File: config.mk
export PLATFORM = sky130hd
export DESIGN_NAME = pwm_generator_deadband_unit
export DESIGN_NICKNAME = d
export VERILOG_FILES = /design/src/logic/pwm_pkg.sv /design/src/logic/pwm_generator_deadband_unit.sv /design/src/logic/deadband_delay.sv
export SDC_FILE = /design/constraint.sdc
export NUM_CORES = 1
export LEC_CHECK = 0
export BUFFER_PORTS_ARGS = -buffer_cell sky130_fd_sc_hd__buf_2
export CORE_MARGIN = 3
export CORE_UTILIZATION = 55
export DETAILED_ROUTE_END_ITERATION = 8
export PLACE_DENSITY = 0.87
export SYNTH_ARGS = -nofsm -noshare
export SYNTH_HDL_FRONTEND = slang
export SYNTH_SLANG_ARGS = --single-unit
export TNS_END_PERCENT = 100
File: constraint.sdc
create_clock -name clk -period 7.25 [get_ports clk]
set_input_delay 0.725 -clock clk [delete_from_list [all_inputs] [get_ports clk]]
set_output_delay 0.725 -clock clk [all_outputs]
set_load 0.005 [all_outputs]
File: src/logic/pwm_pkg.sv
package pwm_pkg;

  // ----------------------------------------
  // widths
  // ----------------------------------------
  localparam int CNT_W = 16;
  localparam int NUM_OUT = 2;
  localparam int NUM_EVT = 6;

  // ----------------------------------------
  // event vector positions
  // ----------------------------------------
  localparam int EV_ZERO = 0;
  localparam int EV_LOAD = 1;
  localparam int EV_A_UP = 2;
  localparam int EV_A_DN = 3;
  localparam int EV_B_UP = 4;
  localparam int EV_B_DN = 5;

  // ----------------------------------------
  // action codes, two bits per event
  // ----------------------------------------
  localparam logic [1:0] ACT_NONE = 2'h0;
  localparam logic [1:0] ACT_TOGGLE = 2'h1;
  localparam logic [1:0] ACT_LOW = 2'h2;
  localparam logic [1:0] ACT_HIGH = 2'h3;

  // ----------------------------------------
  // reset values
  // ----------------------------------------
  localparam logic [CNT_W-1:0] CNT_RESET = 16'h0000;
  localparam logic [CNT_W-1:0] LOAD_RESET = 16'h0000;
  localparam logic [CNT_W-1:0] CMP_RESET = 16'h0000;
  localparam logic [CNT_W-1:0] CNT_ONE = 16'h0001;

  typedef enum logic {MODE_DOWN, MODE_UPDOWN} count_mode_t;

endpackage

File: src/logic/pwm_generator_deadband_unit.sv
`timescale 1ns/1ps

// Summary of operation
// - count-down mode counts load to zero, reloads, repeats.
// - up/down mode counts zero to load and back, repeatedly.
// - direction low in down mode; low rising, high falling in up/down.
// - one-cycle pulses at zero and at load; load follows zero in down.
// - comparator pulses on match, split up/down by direction.
// - match value above load value never matches.
// - four events act in down mode, six in up/down mode.
// - match events coinciding with zero or load are ignored.
// - on coincident matches, output A uses A only, output B uses B.
// - per event and output: nothing, toggle, low or high.
// - dead-band disabled passes both signals unchanged.
// - dead-band enabled drops B; first output is A rising-delayed.
// - second output is inverted A, rising delayed after A falls.
// - selected events raise the generator interrupt.
// - separately selected events emit an ADC trigger pulse.
// - interrupt and trigger use raw events, not dead-band edges.
// - global reset command returns counter to zero.
// - immediate mode applies new values at next counter zero.
// - sync mode holds new values until global update, then at zero.
// - fault forces outputs with fault bit inactive; may interrupt.
// - stall either runs to zero and stops, or keeps counting; no irq.
// - per-output enable and inversion at the pins.
module pwm_generator_deadband_unit
  import pwm_pkg::*;
(
  input wire logic clk,
  input wire logic rst_n,
  input wire logic gen_enable,
  input wire count_mode_t count_mode,
  input wire logic sync_update_mode,
  input wire logic [CNT_W-1:0] load_value,
  input wire logic [CNT_W-1:0] cmp_a_value,
  input wire logic [CNT_W-1:0] cmp_b_value,
  input wire logic value_write,
  input wire logic global_update,
  input wire logic counter_sync,
  input wire logic [2*NUM_EVT-1:0] act_a,
  input wire logic [2*NUM_EVT-1:0] act_b,
  input wire logic db_enable,
  input wire logic [CNT_W-1:0] db_rise,
  input wire logic [CNT_W-1:0] db_fall,
  input wire logic [NUM_EVT-1:0] int_select,
  input wire logic [NUM_EVT-1:0] trig_select,
  input wire logic fault_in,
  input wire logic fault_int_enable,
  input wire logic debug_stall,
  input wire logic stall_stop_at_zero,
  input wire logic [NUM_OUT-1:0] out_enable,
  input wire logic [NUM_OUT-1:0] out_invert,
  input wire logic [NUM_OUT-1:0] out_fault_en,
  output logic first_pwm_output,
  output logic second_pwm_output,
  output logic gen_interrupt,
  output logic fault_interrupt,
  output logic adc_trigger,
  output logic direction,
  output logic [CNT_W-1:0] count_value,
  output logic update_pending
);

  // ----------------------------------------
  // fault pin synchroniser
  // ----------------------------------------
  logic fault_s1_reg;
  logic fault_s2_reg;
  logic fault_s3_reg;
  logic fault_reg;
  wire logic fault_next = (fault_s2_reg == fault_s3_reg) ? fault_s3_reg : fault_reg;

  always_ff @(posedge clk) begin
    if (!rst_n) begin
      fault_s1_reg <= 1'b0;
      fault_s2_reg <= 1'b0;
      fault_s3_reg <= 1'b0;
      fault_reg <= 1'b0;
    end else begin
      fault_s1_reg <= fault_in;
      fault_s2_reg <= fault_s1_reg;
      fault_s3_reg <= fault_s2_reg;
      fault_reg <= fault_next;
    end
  end

  // ----------------------------------------
  // shadowed load and compare values
  // ----------------------------------------
  logic [CNT_W-1:0] load_reg;
  logic [CNT_W-1:0] cmpa_reg;
  logic [CNT_W-1:0] cmpb_reg;
  logic [CNT_W-1:0] load_pend_reg;
  logic [CNT_W-1:0] cmpa_pend_reg;
  logic [CNT_W-1:0] cmpb_pend_reg;
  logic pend_reg;
  logic armed_reg;
  logic [CNT_W-1:0] cnt_reg;
  logic [CNT_W-1:0] cnt_next;
  logic dir_reg;
  logic dir_next;
  logic stopped_reg;

  wire logic at_zero = (cnt_reg == CNT_RESET);
  wire logic at_load = (cnt_reg == load_reg);
  // a write in the zero cycle still waits for the next zero
  wire logic apply_now = at_zero && pend_reg && !value_write &&
                         (!sync_update_mode || armed_reg);
  wire logic pend_next = value_write | (pend_reg & ~apply_now);
  // arm set wins over the clear on apply
  wire logic armed_next = (sync_update_mode & global_update) | (armed_reg & ~apply_now);

  always_ff @(posedge clk) begin
    if (!rst_n) begin
      load_pend_reg <= LOAD_RESET;
      cmpa_pend_reg <= CMP_RESET;
      cmpb_pend_reg <= CMP_RESET;
      pend_reg <= 1'b0;
      armed_reg <= 1'b0;
    end else begin
      if (value_write) begin
        load_pend_reg <= load_value;
        cmpa_pend_reg <= cmp_a_value;
        cmpb_pend_reg <= cmp_b_value;
      end
      pend_reg <= pend_next;
      armed_reg <= armed_next;
    end
  end

  always_ff @(posedge clk) begin
    if (!rst_n) begin
      load_reg <= LOAD_RESET;
      cmpa_reg <= CMP_RESET;
      cmpb_reg <= CMP_RESET;
    end else if (apply_now) begin
      load_reg <= load_pend_reg;
      cmpa_reg <= cmpa_pend_reg;
      cmpb_reg <= cmpb_pend_reg;
    end
  end

  // ----------------------------------------
  // counter
  // ----------------------------------------
  wire logic up_dn = (count_mode == MODE_UPDOWN);
  // stall with stop-at-zero holds once zero is reached
  wire logic hold = !gen_enable || (debug_stall && stall_stop_at_zero && at_zero);
  // zero cycle reloads from the values being applied, so no stale period follows
  wire logic [CNT_W-1:0] load_now = apply_now ? load_pend_reg : load_reg;
  // top reached or passed; a zero load parks the counter at zero
  wire logic at_top = (cnt_reg >= load_now);
  wire logic [CNT_W-1:0] cnt_down = at_zero ? load_now : cnt_reg - CNT_ONE;
  wire logic turn_dn = up_dn && !at_zero && (at_top || dir_reg);
  wire logic [CNT_W-1:0] cnt_ud = turn_dn ? cnt_reg - CNT_ONE :
                                  (at_top ? cnt_reg : cnt_reg + CNT_ONE);

  assign cnt_next = counter_sync ? CNT_RESET :
                    (hold ? cnt_reg : (up_dn ? cnt_ud : cnt_down));
  // a held counter keeps its direction, but never high in down mode
  assign dir_next = counter_sync ? 1'b0 : (hold ? dir_reg && up_dn : turn_dn);

  always_ff @(posedge clk) begin
    if (!rst_n) begin
      cnt_reg <= CNT_RESET;
      dir_reg <= 1'b0;
      stopped_reg <= 1'b0;
    end else begin
      cnt_reg <= cnt_next;
      dir_reg <= dir_next;
      stopped_reg <= hold;
    end
  end

  // ----------------------------------------
  // events
  // ----------------------------------------
  // a held counter would repeat pulses, so only a fresh count qualifies
  wire logic live = !stopped_reg;
  wire logic ev_zero = live && at_zero;
  wire logic ev_load = live && at_load;
  wire logic boundary = ev_zero || ev_load;
  wire logic match_a = live && (cnt_reg == cmpa_reg) && (cmpa_reg <= load_reg);
  wire logic match_b = live && (cnt_reg == cmpb_reg) && (cmpb_reg <= load_reg);
  wire logic dn_phase = !up_dn || dir_reg;
  logic [NUM_EVT-1:0] events;

  assign events[EV_ZERO] = ev_zero;
  assign events[EV_LOAD] = ev_load;
  assign events[EV_A_UP] = match_a && !boundary && up_dn && !dn_phase;
  assign events[EV_A_DN] = match_a && !boundary && dn_phase;
  assign events[EV_B_UP] = match_b && !boundary && up_dn && !dn_phase;
  assign events[EV_B_DN] = match_b && !boundary && dn_phase;

  // ----------------------------------------
  // signal generator
  // ----------------------------------------
  function automatic logic apply_act(input logic cur, input logic [1:0] act);
    unique case (act)
      ACT_NONE: apply_act = cur;
      ACT_TOGGLE: apply_act = ~cur;
      ACT_LOW: apply_act = 1'b0;
      ACT_HIGH: apply_act = 1'b1;
    endcase
  endfunction

  // output A ignores B matches and vice versa
  function automatic logic gen_next(input logic cur, input logic [2*NUM_EVT-1:0] act,
                                    input logic [NUM_EVT-1:0] ev, input logic use_a);
    logic v;
    v = cur;
    if (ev[EV_ZERO]) v = apply_act(v, act[2*EV_ZERO +: 2]);
    if (ev[EV_LOAD]) v = apply_act(v, act[2*EV_LOAD +: 2]);
    if (use_a && ev[EV_A_UP]) v = apply_act(v, act[2*EV_A_UP +: 2]);
    if (use_a && ev[EV_A_DN]) v = apply_act(v, act[2*EV_A_DN +: 2]);
    if (!use_a && ev[EV_B_UP]) v = apply_act(v, act[2*EV_B_UP +: 2]);
    if (!use_a && ev[EV_B_DN]) v = apply_act(v, act[2*EV_B_DN +: 2]);
    gen_next = v;
  endfunction

  logic gen_a_reg;
  logic gen_b_reg;
  wire logic gen_a_next = gen_next(gen_a_reg, act_a, events, 1'b1);
  wire logic gen_b_next = gen_next(gen_b_reg, act_b, events, 1'b0);

  always_ff @(posedge clk) begin
    if (!rst_n) begin
      gen_a_reg <= 1'b0;
      gen_b_reg <= 1'b0;
    end else begin
      gen_a_reg <= gen_a_next;
      gen_b_reg <= gen_b_next;
    end
  end

  // ----------------------------------------
  // dead-band
  // ----------------------------------------
  logic db_a;
  logic db_b;

  deadband_delay u_rise (
    .clk(clk),
    .rst_n(rst_n),
    .sig_in(gen_a_reg),
    .delay(db_rise),
    .sig_out(db_a)
  );

  deadband_delay u_fall (
    .clk(clk),
    .rst_n(rst_n),
    .sig_in(~gen_a_reg),
    .delay(db_fall),
    .sig_out(db_b)
  );

  // bypass path delayed one cycle to match the delay stage latency
  logic pass_a_reg;
  logic pass_b_reg;
  always_ff @(posedge clk) begin
    if (!rst_n) begin
      pass_a_reg <= 1'b0;
      pass_b_reg <= 1'b0;
    end else begin
      pass_a_reg <= gen_a_reg;
      pass_b_reg <= gen_b_reg;
    end
  end

  wire logic sel_a = db_enable ? db_a : pass_a_reg;
  wire logic sel_b = db_enable ? db_b : pass_b_reg;

  // ----------------------------------------
  // output control
  // ----------------------------------------
  wire logic [NUM_OUT-1:0] raw = {sel_b, sel_a};
  wire logic [NUM_OUT-1:0] forced = out_fault_en & {NUM_OUT{fault_reg}};
  wire logic [NUM_OUT-1:0] active = raw & out_enable & ~forced;
  wire logic [NUM_OUT-1:0] pins_next = active ^ out_invert;
  logic [NUM_OUT-1:0] pins_reg;

  // ----------------------------------------
  // interrupt and trigger selection
  // ----------------------------------------
  // raw events only; stall is not an event source
  wire logic int_next = |(events & int_select);
  wire logic trig_next = |(events & trig_select);
  logic int_reg;
  logic trig_reg;
  logic fint_reg;

  always_ff @(posedge clk) begin
    if (!rst_n) begin
      pins_reg <= 2'h0;
      int_reg <= 1'b0;
      trig_reg <= 1'b0;
      fint_reg <= 1'b0;
    end else begin
      pins_reg <= pins_next;
      int_reg <= int_next;
      trig_reg <= trig_next;
      fint_reg <= fault_reg & fault_int_enable;
    end
  end

  assign first_pwm_output = pins_reg[0];
  assign second_pwm_output = pins_reg[1];
  assign gen_interrupt = int_reg;
  assign adc_trigger = trig_reg;
  assign fault_interrupt = fint_reg;
  assign direction = dir_reg;
  assign count_value = cnt_reg;
  assign update_pending = pend_reg;

  // ----------------------------------------
  // checks
  // ----------------------------------------
  a_load_follows_zero: assert property (@(posedge clk) disable iff (!rst_n)
    ev_zero && !up_dn && !hold && !counter_sync && gen_enable ##1 !up_dn && live
      |-> ev_load) else $error("load pulse did not follow zero");
  a_down_dir_low: assert property (@(posedge clk) disable iff (!rst_n)
    !up_dn && $stable(count_mode) |=> !dir_reg || $changed(count_mode)) else
      $error("direction high in down mode");
  a_match_guard: assert property (@(posedge clk) disable iff (!rst_n)
    cmpa_reg > load_reg |-> !events[EV_A_UP] && !events[EV_A_DN]) else
      $error("match above load");
  a_boundary_mask: assert property (@(posedge clk) disable iff (!rst_n)
    boundary |-> events[5:2] == 4'h0) else $error("match during boundary");
  a_sync_reset: assert property (@(posedge clk) disable iff (!rst_n)
    counter_sync |=> cnt_reg == CNT_RESET) else $error("sync did not clear counter");
  a_apply_zero: assert property (@(posedge clk) disable iff (!rst_n)
    load_reg != $past(load_reg) |-> $past(at_zero)) else $error("load changed mid period");
  a_sync_hold: assert property (@(posedge clk) disable iff (!rst_n)
    sync_update_mode && !armed_reg |=> {load_reg, cmpa_reg, cmpb_reg} ==
      $past({load_reg, cmpa_reg, cmpb_reg})) else $error("applied without update");
  a_fault_force: assert property (@(posedge clk) disable iff (!rst_n)
    fault_reg && out_fault_en[0] && $stable(out_invert[0]) |=>
      first_pwm_output == $past(out_invert[0])) else $error("fault did not force output");
  a_trig_pulse: assert property (@(posedge clk) disable iff (!rst_n)
    trig_next |=> adc_trigger) else $error("trigger missing");
  c_down_cycle: cover property (@(posedge clk) !up_dn && ev_zero ##1 ev_load);
  c_updown_turn: cover property (@(posedge clk) up_dn && ev_load ##1 dir_reg);
  c_sync_apply: cover property (@(posedge clk) sync_update_mode && apply_now);
  c_fault: cover property (@(posedge clk) fault_reg && out_fault_en != 2'h0);

endmodule // pwm_generator_deadband_unit

File: src/logic/deadband_delay.sv
`timescale 1ns/1ps

// ----------------------------------------
// rising-edge delay of one signal
// ----------------------------------------
module deadband_delay
  import pwm_pkg::*;
(
  input wire logic clk,
  input wire logic rst_n,
  input wire logic sig_in,
  input wire logic [CNT_W-1:0] delay,
  output logic sig_out
);

  logic [CNT_W-1:0] cnt_reg;
  logic [CNT_W-1:0] cnt_next;
  logic out_reg;
  logic out_next;
  wire logic done = (cnt_reg >= delay);

  // counter restarts on each low level, so a short high pulse is swallowed
  assign cnt_next = !sig_in ? CNT_RESET : (done ? cnt_reg : cnt_reg + CNT_ONE);
  assign out_next = sig_in && (done || delay == CNT_RESET);

  always_ff @(posedge clk) begin
    if (!rst_n) begin
      cnt_reg <= CNT_RESET;
      out_reg <= 1'b0;
    end else begin
      cnt_reg <= cnt_next;
      out_reg <= out_next;
    end
  end

  assign sig_out = out_reg;

endmodule // deadband_delay

==> results.md <==
* Period minus WS final at 5.463 ns
* Global placer's final weighted congestion at 0.9739
* Worst EP required at 7.60 ns
* Ys async rst share at 0
* Post-synthesis xor/xnor area fraction at 0.07048
* Residual DRC at 0
* Sequential Area at 3263 um2
* Int Power at 2.184 mW
* RR Startpoint: count_value[2]$_SDFFE_PP0P_
* Levels on crit path at 17
* CP startpoint kind: flip-flop
* Comb pwr share at 0.469
* ANT nets after route at 0
* First-pass GRT wire length at 42880 um
* Largest net degree at the start of global routing at 70
* Final Skew at 0.02029 ns
* MaxCap Viol Count at 0
* WP buf/inv at 2
* Leak at 5.415 nW
* Number of global-route vias before repair at 8602
* Worst-Margin Slew at 1.233 ns
* Post-CTS sizing at 0
* Commonest cells after routing, fill and taps aside: 163 x dfxtp_1, 149 x buf_2, 107 x nand2_1, 85 x ha_1, 81 x mux2i_1
* Worst rel slew slack at 0.1773
* Die Ht at 142.1 um
* Initial Utilization at 0.5634
* Drt wl/cell at 17.55 um
* Clock Path Buffers at 2
* Mux cell area share after synthesis at 0.08730
* Area occupied by multi-input gates at 6410 um2
* Synth Instances at 1188
* Sw Ratio at 0.4246
* Placed inst area at 11000 um2
* DP HPWL at 19780 um
* Final design utilization at 0.6405
* Synth top area share at 0.3202
* CTS Sinks at 163
* Most used cell, CP: a21o_1
* Post-synthesis sequential area ratio at 0.3202
* Global-route usage over all layers at 0.2623
* RSZ-0062 raised after global routing: no
* Setup Viol. Count Final at 0
* Reg2reg path depth at 17
* Dpl ws at 1.950 ns
* Hold crit path type: flip-flop to flip-flop
* CTS tree: done
* Die area at 20200 um2
* Final WL at 27050 um
* Synth Area in Simple Gates at 0.2178
* WS Path Type: flip-flop to flip-flop
* Max incr delay on CP at 0.59 ns
* Sw power at 1.612 mW
* Max frequency at 183.0 MHz
* Final worst path period share at 0.7535
* Fraction of layout cells with a size suffix above 1 at 0.1533
* CP Cell Sequence: nor4_4 > nand3_1 > nor2_2 > nand4b_2 > buf_4 > mux2i_1 > inv_1 > ha_1 > nand2b_1 > a21o_1 > a211o_1 > a221o_1 > a21o_1 > a31o_2 > a2111oi_0 > a31oi_1 > o211ai_1
* Synth Area in Adders at 0.1044
* DR iter-0 viols at 916
* Clk root buf: clkbuf_16
* Post-CTS setup buffer count at 0
* Synth Warn # at 0
* Netlist cell types at 65
* Number of port buffers at 149
* Peak supply drop at 0.2452 mV
* Final Instance Area at 11580 um2
* FF-to-FF End: count_value[8]$_SDFFE_PP0P_
* Via count at 9150
* Most common cell after layout, fill and taps aside: dfxtp_1
* Dominant synthesized flop cell: dfxtp_1
* Area leader, netlist: dfxtp_1
* Crit path max fanout at 36
* Worst skew pair latency at 0.44 ns
* Pins Over Slew Limit at 0
* Critical path origin: count_value[2]$_SDFFE_PP0P_
* R2R Setup Slk at 1.79 ns
* Congestion Overflow GR at 0
* Setup crit end: count_value[8]$_SDFFE_PP0P_
* EDFF count, synth at 0
* Routed vias/inst at 5.938
* Final worst setup slack at 1.787 ns
* Clock network power share at 0.238
* Total Power at 3.795 mW
* Total Negative Setup Slacks at 0 ns
* Core outline area at 18090 um2
* Initial antenna violation count at 0
* CTS clk-pin slew, worst paths at 0.07 ns
* TritonRoute pass-1 iters at 6
* Syn nets at 1408
* Seq pwr share at 0.293
* Mapped Area at 10190 um2
* # fillers at 1439
* CTS Buf Count at 17
* Die Span X at 142.1 um
* Final #Nets at 1518
* Pwr dens at 327.7 nW/um2
* Top cells by area, synth: dfxtp_1 32%, ha_1 10%, mux2i_1 8.0%
* Top Family by Delay on Critical Path: compound AO/OA/AOI/OAI gates
* # rows at 49
* Status: completed
* Arr. time, crit path at 5.81 ns
* Layout Area Growth over Synthesis at 13.68%
* Synth Area in Compound Gates at 0.1491
* H-tree levels at 4
* Io pins at 158
* Final hold vios at 0
* Worst Setup End Kind: flip-flop
* Avg Inst Size Synth at 8.577 um2
* Largest family of logic cells by synthesized area: simple AND/OR/NAND/NOR gates
* CP max stage cell: a2111oi_0
* CTS Hold Bufs at 0
* Yosys reg bits at 163
[final cells by class]
type | instances | area share
sequential | 163 | 0.2817
timing repair buffer | 156 | 0.06891
antenna | 1 | 0.0002160
clock buffer | 18 | 0.03705
clock inverter | 14 | 0.01296
tap | 229 | 0.02474
multi-input combinational | 895 | 0.5534
inverter | 65 | 0.02106
[synthesized netlist by cell type (all sizes together), types with 6 or more instances]
| library cell | instances |
|---|---|
| a2111oi | 11 |
| a21boi | 36 |
| a21o | 31 |
| a21oi | 46 |
| a31oi | 10 |
| and2 | 13 |
| and3 | 15 |
| buf | 22 |
| clkbuf | 43 |
| dfxtp | 163 |
| ha | 85 |
| inv | 65 |
| mux2 | 7 |
| mux2i | 81 |
| nand2 | 107 |
| nand2b | 11 |
| nand3 | 28 |
| nand4 | 38 |
| nor2 | 70 |
| nor2b | 67 |
| nor3 | 12 |
| nor4 | 18 |
| o2111ai | 6 |
| o211ai | 17 |
| o21ai | 21 |
| or3 | 12 |
| or4 | 14 |
| xnor2 | 31 |
| xor2 | 51 |
[routing by layer]
metal	wire length [um]	vias up	track usage	part of all wire
li1	-	4454	-	-
met2	12110	421	0.4102	0.45
met5	0	-	0	0
met4	549	0	0.08636	0.020
met1	11640	4223	0.3579	0.43
met3	2748	52	0.06250	0.10
[power groups by stage]
stage	Clock (mW)	Combinational, mW	Sequential, mW
finish	0.903	1.78	1.11
global route	0.949	1.94	1.12
CTS	0.916	1.73	1.11
detailed placement	0	1.71	1.12
global placement	0	1.66	1.12
floorplan	0	1.37	1.04
[how the worst min path moves through the flow]
stage,from,endpoint,slack [ns],depth (start not counted)
final,fault_s1_reg$_SDFF_PN0_,fault_s2_reg$_SDFF_PN0_,0.44,1
after global routing,fault_s1_reg$_SDFF_PN0_,fault_s2_reg$_SDFF_PN0_,0.47,1
after detailed placement,fault_s1_reg$_SDFF_PN0_,fault_s2_reg$_SDFF_PN0_,0.42,1
after floorplan,fault_s1_reg$_SDFF_PN0_,fault_s2_reg$_SDFF_PN0_,0.41,1
after CTS,fault_s1_reg$_SDFF_PN0_,fault_s2_reg$_SDFF_PN0_,0.44,1
after global placement,fault_s1_reg$_SDFF_PN0_,fault_s2_reg$_SDFF_PN0_,0.41,1
[stage by stage]
step,hold WS (ns),cells
3_3_place_gp,0.4141,1508
6_report,0.4377,1541
2_1_floorplan,0.4119,1188
5_1_grt,0.4703,1540
3_5_place_dp,0.4235,1508
4_1_cts,0.4396,1540
[logic make-up after synthesis]
logic type	after synthesis
AND/OR/NAND/NOR	422
AO/OA/AOI/OAI	218
flip-flops	163
buffers and inverters	130
multiplexers	88
adder cells (fa/ha/maj)	85
XOR/XNOR	82
(Power assumes the default switching activity.)
